<file path="config.mk">
export PLATFORM = sky130hd
export DESIGN_NAME = aioc_cells
export DESIGN_NICKNAME = d
export VERILOG_FILES = /design/src/verilog/aioc_pkg.sv /design/src/verilog/aioc_takeover.sv /design/src/verilog/aioc_cells.sv
export VERILOG_INCLUDE_DIRS = /design/src /design/src/verilog
export SDC_FILE = /design/constraint.sdc
export NUM_CORES = 1
export LEC_CHECK = 0
export BUFFER_PORTS_ARGS = -buffer_cell sky130_fd_sc_hd__buf_2
export CORE_MARGIN = 1.5
export CORE_UTILIZATION = 55
export CTS_BUF_LIST = sky130_fd_sc_hd__clkbuf_4 sky130_fd_sc_hd__clkbuf_8
export CTS_CLUSTER_SIZE = 8
export DETAILED_ROUTE_END_ITERATION = 12
export HOLD_SLACK_MARGIN = 0.15
export PLACE_DENSITY = 0.82
export SYNTH_ARGS = -nofsm -noshare
export SYNTH_HDL_FRONTEND = slang
export SYNTH_SLANG_ARGS = --single-unit
</file>
<file path="constraint.sdc">
create_clock -name i_clk -period 2.15 [get_ports i_clk]
set_input_delay 0 -clock i_clk [delete_from_list [all_inputs] [get_ports i_clk]]
set_output_delay 0 -clock i_clk [all_outputs]
set_load 0.02 [all_outputs]
</file>
<file path="src/verilog/aioc_params.svh">
// Offsets, field positions, reset values and timing counts of the audio I/O control cells.
`ifndef AIOC_PARAMS_SVH
`define AIOC_PARAMS_SVH
`define AIOC_IDX_MAIN        12'h346
`define AIOC_IDX_IFC         12'h347
`define AIOC_IDX_OSC         12'h348
`define AIOC_IDX_STATUS      12'h360
`define AIOC_ADDR_MAIN       14'h0d18
`define AIOC_ADDR_IFC        14'h0d1c
`define AIOC_ADDR_OSC        14'h0d20
`define AIOC_ADDR_STATUS     14'h0d80
`define AIOC_RST_MAIN        20'h08025
`define AIOC_RST_IFC         20'h00005
`define AIOC_RST_OSC         20'h04800
`define AIOC_MAIN_WMASK      20'h0cb37
`define AIOC_IFC_WMASK       20'h0007f
`define AIOC_BIT_BLOCKIN     15
`define AIOC_BIT_SOC_INV     14
`define AIOC_BIT_OUT_DELAY   11
`define AIOC_BIT_INSEL_HI    9
`define AIOC_BIT_INSEL_LO    8
`define AIOC_BIT_WS_INV      5
`define AIOC_BIT_BITS16      4
`define AIOC_BIT_SIB_CLKINV  2
`define AIOC_BIT_PLL_LOCK    1
`define AIOC_BIT_VALIDATE    0
`define AIOC_BIT_SPDIF_SEL   6
`define AIOC_BIT_SPDIF_INV   5
`define AIOC_BIT_SDO_INV     3
`define AIOC_BIT_CLK_HIZ     2
`define AIOC_BIT_SDI_DIS     0
`define AIOC_TAKE_NS         64
`define AIOC_CLK_NS          8
`endif

</file>
<file path="src/verilog/aioc_pkg.sv">
// Types shared by the audio I/O control cell files.
package aioc_pkg;
   typedef enum logic [1:0] {
      AIOC_IN_SERIAL_B = 2'h0,
      AIOC_IN_PARALLEL = 2'h1,
      AIOC_IN_RSVD2    = 2'h2,
      AIOC_IN_RSVD3    = 2'h3
   } aioc_insel_t;

   // Settings in force, after a validate.
   typedef struct packed {
      logic        block_input;
      logic        soc_invert;
      logic        out_delay;
      aioc_insel_t input_sel;
      logic        ws_invert;
      logic        bits16;
      logic        sib_clk_falling;
      logic        pll_locked_mode;
      logic        spdif_in2;
      logic        spdif_out_invalid;
      logic        sdo_invalid;
      logic        clk_high_z;
      logic        sdi_disable;
      logic [19:0] osc_khz;
   } aioc_cfg_t;
endpackage

</file>
<file path="src/verilog/aioc_takeover.sv">
// Take-over sequencer that applies validated control changes after a fixed delay.
`timescale 1ns/10ps
`include "aioc_params.svh"
module aioc_takeover #(
   parameter int TAKE_CYCLES = ((`AIOC_TAKE_NS + `AIOC_CLK_NS - 1) / `AIOC_CLK_NS)
) (
   // Clock and reset.
   input  wire logic i_clk,
   input  wire logic i_rst_n,
   // Request and completion.
   input  wire logic i_start,
   output logic      o_busy,
   output logic      o_done
);
   typedef enum logic [1:0] {
      AIOC_TK_IDLE = 2'b00,
      AIOC_TK_WAIT = 2'b01,
      AIOC_TK_DONE = 2'b11
   } aioc_tk_state_t;

   aioc_tk_state_t state_q;
   aioc_tk_state_t state_d;
   logic [7:0]     cnt_q;
   logic [7:0]     cnt_d;
   wire logic      cnt_end = (cnt_q == 8'(TAKE_CYCLES - 1));

   // Next state: wait the take-over time, then signal completion for one cycle.
   always_comb begin
      state_d = state_q;
      cnt_d   = cnt_q;
      unique case (state_q)
         AIOC_TK_IDLE: begin
            cnt_d = 8'h00;
            if (i_start) begin
               state_d = AIOC_TK_WAIT;
            end
         end
         AIOC_TK_WAIT: begin
            cnt_d = cnt_q + 8'h01;
            if (cnt_end) begin
               state_d = AIOC_TK_DONE;
            end
         end
         AIOC_TK_DONE: begin
            state_d = AIOC_TK_IDLE;
         end
         default: begin
            state_d = AIOC_TK_IDLE;
         end
      endcase
   end

   // State register.
   always_ff @(posedge i_clk) begin
      if (!i_rst_n) begin
         state_q <= AIOC_TK_IDLE;
         cnt_q   <= 8'h00;
      end else begin
         state_q <= state_d;
         cnt_q   <= cnt_d;
      end
   end

   assign o_busy = (state_q != AIOC_TK_IDLE);
   assign o_done = (state_q == AIOC_TK_DONE);
endmodule

</file>
<file path="src/verilog/aioc_cells.sv">
// Audio I/O control cells: APB register bank, validate take-over and I/O steering.
// Notes on behaviour
// - A set serial output clock invert bit inverts the driven serial output clock.
// - A set output delay bit delays serial output data by one bit clock behind the strobe.
// - Coded audio enters on serial input B by default, or as 8-bit parallel words when selected.
// - A set word strobe invert bit, its reset state, inverts the outgoing word strobe.
// - Serial input B samples on the falling clock edge when its invert bit is set, else rising.
// - Bit 1 clear runs the PLL off as clock master; set enables the PLL locked to the data.
// - Writing one to validate makes the pending cell changes take effect.
// - Interface bit 6 selects S/PDIF input 1 when zero and input 2 when one.
// - Interface bit 3 marks serial audio output data valid when zero, invalid when one.
// - Interface bit 2 makes output clocks low impedance when zero, high impedance when one.
// - The oscillator cell holds the crystal frequency in kHz, reset 18432.
// - The device clears validate by itself once the changes are taken over.
//
// Decided for this implementation: register access over APB.
`timescale 1ns/10ps
`include "aioc_params.svh"
module aioc_cells (
   // Clock and reset.
   input  wire logic        i_clk,
   input  wire logic        i_rst_n,
   // APB slave.
   input  wire logic        i_psel,
   input  wire logic        i_penable,
   input  wire logic        i_pwrite,
   input  wire logic [13:0] i_paddr,
   input  wire logic [31:0] i_pwdata,
   output logic      [31:0] o_prdata,
   output logic             o_pready,
   output logic             o_pslverr,
   // Serial input B pins.
   input  wire logic        i_serial_input_b_clock,
   input  wire logic        i_serial_input_b,
   // Parallel port pins.
   input  wire logic [7:0]  i_parallel_port_pins,
   input  wire logic        i_parallel_strobe,
   // Coded audio towards the decoder.
   output logic [7:0]       o_coded_data,
   output logic             o_coded_valid,
   // Serial audio output.
   input  wire logic        i_sdo_bit_clk,
   input  wire logic        i_sdo_word_strobe,
   input  wire logic        i_sdo_data,
   output logic             o_sdo_clk,
   output logic             o_sdo_word_strobe,
   output logic             o_sdo_data,
   output logic             o_sdo_data_invalid,
   output logic             o_clk_high_z,
   // Clocking and S/PDIF controls.
   output logic             o_pll_enable,
   output logic             o_spdif_in2,
   output logic             o_spdif_out_invalid,
   output logic             o_sdi_disable,
   output logic [19:0]      o_osc_khz,
   output logic             o_block_input,
   output logic             o_bits16
);
   // Registered values written by software, shadowed until validate.
   logic [19:0]       main_q;
   logic [19:0]       ifc_q;
   logic [19:0]       osc_q;
   aioc_pkg::aioc_cfg_t cfg_q;
   logic              takes_q;

   // Bus decode.
   wire logic        acc       = i_psel && i_penable;
   wire logic        hit_main  = (i_paddr == `AIOC_ADDR_MAIN);
   wire logic        hit_ifc   = (i_paddr == `AIOC_ADDR_IFC);
   wire logic        hit_osc   = (i_paddr == `AIOC_ADDR_OSC);
   wire logic        hit_stat  = (i_paddr == `AIOC_ADDR_STATUS);
   wire logic        hit_any   = hit_main || hit_ifc || hit_osc || hit_stat;
   wire logic        wr_main   = acc && i_pwrite && hit_main;
   wire logic        wr_ifc    = acc && i_pwrite && hit_ifc;
   wire logic        wr_osc    = acc && i_pwrite && hit_osc;
   wire logic [19:0] wdata     = i_pwdata[19:0];
   wire logic        validate  = main_q[`AIOC_BIT_VALIDATE];
   wire logic        tk_busy;
   wire logic        tk_done;
   wire logic        tk_start  = validate && !tk_busy;

   // Take-over sequencer: a raised validate starts it; completion clears validate.
   aioc_takeover u_take (
      .i_clk   (i_clk),
      .i_rst_n (i_rst_n),
      .i_start (tk_start),
      .o_busy  (tk_busy),
      .o_done  (tk_done)
   );

   // Main control cell; a host write of one to validate wins over the self-clear.
   always_ff @(posedge i_clk) begin
      if (!i_rst_n) begin
         main_q <= `AIOC_RST_MAIN;
      end else if (wr_main) begin
         main_q <= wdata & `AIOC_MAIN_WMASK;
      end else if (tk_done) begin
         main_q[`AIOC_BIT_VALIDATE] <= 1'b0;
      end
   end

   // Interface and oscillator cells store pending values only.
   always_ff @(posedge i_clk) begin
      if (!i_rst_n) begin
         ifc_q <= `AIOC_RST_IFC;
         osc_q <= `AIOC_RST_OSC;
      end else begin
         if (wr_ifc) begin
            ifc_q <= wdata & `AIOC_IFC_WMASK;
         end
         if (wr_osc) begin
            osc_q <= wdata;
         end
      end
   end

   // Settings in force are loaded from the cells when take-over completes.
   always_ff @(posedge i_clk) begin
      if (!i_rst_n) begin
         cfg_q <= '{block_input: 1'b0, soc_invert: 1'b0, out_delay: 1'b0,
                    input_sel: aioc_pkg::AIOC_IN_SERIAL_B, ws_invert: 1'b1,
                    bits16: 1'b0, sib_clk_falling: 1'b1, pll_locked_mode: 1'b0,
                    spdif_in2: 1'b0, spdif_out_invalid: 1'b0, sdo_invalid: 1'b0,
                    clk_high_z: 1'b1, sdi_disable: 1'b1, osc_khz: `AIOC_RST_OSC};
      end else if (tk_done) begin
         cfg_q.block_input       <= main_q[`AIOC_BIT_BLOCKIN];
         cfg_q.soc_invert        <= main_q[`AIOC_BIT_SOC_INV];
         cfg_q.out_delay         <= main_q[`AIOC_BIT_OUT_DELAY];
         cfg_q.input_sel         <= aioc_pkg::aioc_insel_t'(
                                    main_q[`AIOC_BIT_INSEL_HI:`AIOC_BIT_INSEL_LO]);
         cfg_q.ws_invert         <= main_q[`AIOC_BIT_WS_INV];
         cfg_q.bits16            <= main_q[`AIOC_BIT_BITS16];
         cfg_q.sib_clk_falling   <= main_q[`AIOC_BIT_SIB_CLKINV];
         cfg_q.pll_locked_mode   <= main_q[`AIOC_BIT_PLL_LOCK];
         cfg_q.spdif_in2         <= ifc_q[`AIOC_BIT_SPDIF_SEL];
         cfg_q.spdif_out_invalid <= ifc_q[`AIOC_BIT_SPDIF_INV];
         cfg_q.sdo_invalid       <= ifc_q[`AIOC_BIT_SDO_INV];
         cfg_q.clk_high_z        <= ifc_q[`AIOC_BIT_CLK_HIZ];
         cfg_q.sdi_disable       <= ifc_q[`AIOC_BIT_SDI_DIS];
         cfg_q.osc_khz           <= osc_q;
      end
   end

   // Take-over busy flag for the status word.
   always_ff @(posedge i_clk) begin
      if (!i_rst_n) begin
         takes_q <= 1'b0;
      end else begin
         takes_q <= tk_busy;
      end
   end

   // Read mux and bus answer; unmapped addresses read zero with an error.
   wire logic [19:0] rd_word = hit_main ? main_q :
                               hit_ifc  ? ifc_q  :
                               hit_osc  ? osc_q  :
                               hit_stat ? {18'h00000, cfg_q.pll_locked_mode, takes_q} :
                                          20'h00000;
   assign o_pready  = 1'b1;
   assign o_pslverr = acc && !hit_any;
   assign o_prdata  = {12'h000, rd_word};

   // Two-flop synchronisers for the pins.
   logic [1:0] serial_input_b_clock_s_q;
   logic [1:0] sibd_s_q;
   logic [1:0] pstb_s_q;
   logic [7:0] ppin_s1_q;
   logic [7:0] ppin_s2_q;
   logic [1:0] bclk_s_q;
   logic [1:0] ws_s_q;
   logic [1:0] sdo_s_q;
   always_ff @(posedge i_clk) begin
      if (!i_rst_n) begin
         serial_input_b_clock_s_q  <= 2'h0;
         sibd_s_q  <= 2'h0;
         pstb_s_q  <= 2'h0;
         ppin_s1_q <= 8'h00;
         ppin_s2_q <= 8'h00;
         bclk_s_q  <= 2'h0;
         ws_s_q    <= 2'h0;
         sdo_s_q   <= 2'h0;
      end else begin
         serial_input_b_clock_s_q  <= {serial_input_b_clock_s_q[0], i_serial_input_b_clock};
         sibd_s_q  <= {sibd_s_q[0], i_serial_input_b};
         pstb_s_q  <= {pstb_s_q[0], i_parallel_strobe};
         ppin_s1_q <= i_parallel_port_pins;
         ppin_s2_q <= ppin_s1_q;
         bclk_s_q  <= {bclk_s_q[0], i_sdo_bit_clk};
         ws_s_q    <= {ws_s_q[0], i_sdo_word_strobe};
         sdo_s_q   <= {sdo_s_q[0], i_sdo_data};
      end
   end

   // Edge history of the synchronised pins.
   logic serial_input_b_clock_d1_q;
   logic pstb_d1_q;
   logic bclk_d1_q;
   always_ff @(posedge i_clk) begin
      if (!i_rst_n) begin
         serial_input_b_clock_d1_q <= 1'b0;
         pstb_d1_q <= 1'b0;
         bclk_d1_q <= 1'b0;
      end else begin
         serial_input_b_clock_d1_q <= serial_input_b_clock_s_q[1];
         pstb_d1_q <= pstb_s_q[1];
         bclk_d1_q <= bclk_s_q[1];
      end
   end

   // Serial input B sample edge follows the clock invert setting.
   wire logic sib_rise   = serial_input_b_clock_s_q[1] && !serial_input_b_clock_d1_q;
   wire logic sib_fall   = !serial_input_b_clock_s_q[1] && serial_input_b_clock_d1_q;
   wire logic sib_sample = cfg_q.sib_clk_falling ? sib_fall : sib_rise;
   wire logic par_mode   = (cfg_q.input_sel == aioc_pkg::AIOC_IN_PARALLEL);
   wire logic par_take   = pstb_s_q[1] && !pstb_d1_q;
   wire logic ser_mode   = (cfg_q.input_sel == aioc_pkg::AIOC_IN_SERIAL_B);

   // Serial input B bits are assembled MSB first into bytes.
   logic [6:0] sib_sh_q;
   logic [2:0] sib_cnt_q;
   always_ff @(posedge i_clk) begin
      if (!i_rst_n || !ser_mode) begin
         sib_sh_q  <= 7'h00;
         sib_cnt_q <= 3'h0;
      end else if (sib_sample) begin
         sib_sh_q  <= {sib_sh_q[5:0], sibd_s_q[1]};
         sib_cnt_q <= sib_cnt_q + 3'h1;
      end
   end
   wire logic sib_byte = ser_mode && sib_sample && (sib_cnt_q == 3'h7);

   // Coded audio output from the selected source.
   always_ff @(posedge i_clk) begin
      if (!i_rst_n) begin
         o_coded_data  <= 8'h00;
         o_coded_valid <= 1'b0;
      end else begin
         o_coded_valid <= sib_byte || (par_mode && par_take);
         if (par_mode && par_take) begin
            o_coded_data <= ppin_s2_q;
         end else if (sib_byte) begin
            o_coded_data <= {sib_sh_q, sibd_s_q[1]};
         end
      end
   end

   // Serial output: optional one bit clock delay of data, polarity of clock and strobe.
   logic sdo_dly_q;
   wire logic bclk_fall = !bclk_s_q[1] && bclk_d1_q;
   always_ff @(posedge i_clk) begin
      if (!i_rst_n) begin
         sdo_dly_q <= 1'b0;
      end else if (bclk_fall) begin
         sdo_dly_q <= sdo_s_q[1];
      end
   end

   // Serial output pins are registered.
   always_ff @(posedge i_clk) begin
      if (!i_rst_n) begin
         o_sdo_clk         <= 1'b0;
         o_sdo_word_strobe <= 1'b1;
         o_sdo_data        <= 1'b0;
      end else begin
         o_sdo_clk         <= bclk_s_q[1] ^ cfg_q.soc_invert;
         o_sdo_word_strobe <= ws_s_q[1] ^ cfg_q.ws_invert;
         o_sdo_data        <= cfg_q.out_delay ? sdo_dly_q : sdo_s_q[1];
      end
   end

   // Static controls driven from the settings in force.
   assign o_sdo_data_invalid  = cfg_q.sdo_invalid;
   assign o_clk_high_z        = cfg_q.clk_high_z;
   assign o_pll_enable        = cfg_q.pll_locked_mode;
   assign o_spdif_in2         = cfg_q.spdif_in2;
   assign o_spdif_out_invalid = cfg_q.spdif_out_invalid;
   assign o_sdi_disable       = cfg_q.sdi_disable;
   assign o_osc_khz           = cfg_q.osc_khz;
   assign o_block_input       = cfg_q.block_input;
   assign o_bits16            = cfg_q.bits16;
endmodule

</file>
==> impl_metrics.tcl <==
set metrics [dict create \
    avgSynthCellArea_um2 9.29 \
    place_ws_ns 0.219 \
    path_clk_slew_ns 0.07 \
    port_buffers 113 \
    slew_headroom_pct 27.0 \
    grt_pass1_wl_um 22400 \
    tightest_slew_ns 1.09 \
    path_max_fanout 22 \
    dr_total_vias 4732 \
    drc_errors 0 \
    core_um2 9770 \
    power_density_nw_per_um2 735 \
    worstPathArrival_ns 2.46 \
    gr-usage-met3_pct 7.55 \
    fin_crit_ns 2.08 \
    area_delta_synth_final_pct 27.0 \
    finalClockSkew_ns 0.00907 \
    top_usage_layer "met2" \
    hold-worst-slack_ns 0.252 \
    drt_wl_total_um 13600 \
    finalHoldViolCount 0 \
    n_fill_cell 668 \
    gr-usage-met2_pct 43.7 \
    crit_type "in -> reg" \
    h-tree-depth 4 \
    worst_slack_ns 0.0673 \
    ys.flop_type "dfxtp_1" \
    finalSetupViolations 0 \
    max_freq_mhz 480 \
    synth_cell_type_count 44 \
    cts_root_buf "clkbuf_8" \
    dieArea_um2 10700 \
    cap_violations 0 \
    slew_viol_final 0 \
    yosysSeqAreaShare_pct 48.9 \
    critPathLaunchType "input port" \
    clkSinkCount 136 \
    cts_buffers 17 \
    clock_latency_ns 0.44 \
    overflow 0 \
    dp.cells 797 \
    grt_use_total_pct 26.0 \
    finalPower_uw 5190 \
    synth.mux.area_fraction_pct 8.28 \
    peakVddDrop_uv 401 \
    drive_gt1_share_pct 22.9 \
    start_util_pct 56.9 \
    synth_edf_count 0 \
    ant_nets 0 \
    final_nets 811 \
    detail_route.first_pass.iterations 5 \
    critPathCaptureType "register" \
    hold_path_class "in -> reg" \
    final_cells 889 \
    use_met1_pct 30.7 \
    synth_compound_area_share_pct 11.1 \
    hpwl_um 8040 \
    grt_pass1_vias 4755 \
    dpl-instance-area_um2 6010 \
    synthSimpleGateAreaFrac_pct 22.1 \
    syn_inst 599 \
    final_cell_area_um2 7070 \
    syn_area_um2 5560 \
    cts_tree "done" \
    row_count 36 \
    gp_congestion 0.872 \
    grt_max_degree 67 \
    min_period_over_period_pct 96.9 \
    synth_xor_area_share_pct 1.42 \
    ys_ff_latch 136 \
    ios 139 \
    cp_data_required_time_ns 2.53 \
    avgViaCountPerCell 5.32 \
    antenna_cells 0 \
    power.leakage_uw 0.00314 \
    die_h_um 104 \
    synth_fa_ha_area_share_pct 0.675 \
    synth_top_family_by_area "simple AND/OR/NAND/NOR gates" \
    status "complete, no violations" \
    synth-async-reset-ratio_pct 0 \
    dieWidth_um 104 \
    wl_per_cell_um 15.3 \
    yosys_warnings 0 \
    clockBufferDepth 2 \
    drt_iter0_drc 331 \
    grt_antenna_before_repair 0 \
]
[path summary, 6_finish.rpt]
kind / startpoint / end / slack, ns / depth (start not counted)
max: i_paddr[6] / osc_q[18] / 0.07 / 9
max reg2reg: serial_input_b_clock_s_q[1] / o_coded_data[4] / 0.21 / 4
min: i_paddr[9] / osc_q[11] / 0.25 / 6
min reg2reg: sdo_s_q[0] / sdo_s_q[1] / 0.43 / 1
[routing by layer]
layer,vias up,share of wire (%)
met5,-,0
met4,0,2.3
met3,37,6.2
met2,187,51
met1,2248,41
li1,2260,-
[cell type report]
class                   instances  area [um^2]  area share [%]
inverters                       3         11.3           0.159
flip-flops and latches        136         2720            38.5
repair buffers                183         1230            17.4
well taps                     133          166            2.35
clock buffers                  22          290            4.11
multi-input cells             402         2480            35.1
clock inverters                10          166            2.35
[worst max-delay path, cell delays in order]
cell	delay [ns]
dlygate4sd3_1	0.53
buf_2	0.14
nor3_4	0.27
and4_1	0.27
buf_4	0.19
buf_6	0.20
nand3_1	0.09
a21boi_0	0.19
dlygate4sd3_1	0.57
[stage by stage]
stage,TNS (ns),util (%)
3_3_place_gp,0,61.5
3_5_place_dp,0,61.5
2_1_floorplan,0,-
6_report,0,72.3
5_1_grt,-0.0116,72.3
4_1_cts,0,71.6
[power breakdown]
part / internal (uW) / switching [uW]
clock: 1390 / 962
combinational: 136 / 144
sequential: 2550 / 11.9
[registers in the layout, indices dropped and copies added (netlist names), 3 cells and up]
register	cells
o_osc_khz	20
osc_q	20
main_q	10
o_coded_data	8
ppin_s1_q	8
ppin_s2_q	8
u_take.cnt_q	8
ifc_q	7
sib_sh_q	7
cfg_q	6
sib_cnt_q	3
[cells by family after synthesis]
kind of cell,count (synthesis)
buffers and inverters,72
xor gates and xnor gates,9
other,2
AOI/OAI and AO/OA,93
and+or+nand+nor,238
adders and majority gates,3
muxes,46
DFF,136
[cells in the mapped netlist (4+ instances only)]
library cell / n / area, um^2
dfxtp_1: 136 / 2720
nand2_1: 104 / 390
mux2i_1: 46 / 460
and2_1: 43 / 269
a21boi_0: 42 / 315
buf_4: 35 / 263
clkbuf_1: 29 / 109
nand3_1: 28 / 140
o21ai_0: 26 / 130
nor2_1: 19 / 71.3
a21oi_1: 10 / 50.1
nor2b_1: 10 / 62.6
a22o_1: 5 / 43.8
nand4_1: 5 / 31.3
xor2_1: 5 / 43.8
buf_2: 4 / 20.0
xnor2_1: 4 / 35.0
[cell usage in the layout (no fill, tap or decap), types with 3 or more instances in the layout]
cell type and instances:
a21boi_0 40, a21oi_1 10, a22o_1 5, and2_1 43, and3_1 3, and3b_1 3, buf_2 112, buf_4 17
bufinv_16 4, clkbuf_8 20, conb_1 13, dfxtp_1 136, dlygate4sd3_1 53, ha_1 3, inv_1 3, mux2i_1 46
nand2_1 104, nand3_1 28, nand4_1 5, nor2_1 19, nor2b_1 10, nor3_1 3, o21ai_0 26, xnor2_1 4
xor2_1 5
[what timing repair did]
| action | in CTS | in global routing |
|---|---|---|
| hold endpoints to repair | 86 | 0 |
| gates resized for setup | 0 | 6 |
| endpoints found under the setup margin | 0 | 27 |
| hold buffers | 53 | 0 |
| buffers inserted | 0 | 7 |
Note: power is estimated with default switching activity, not from simulation.
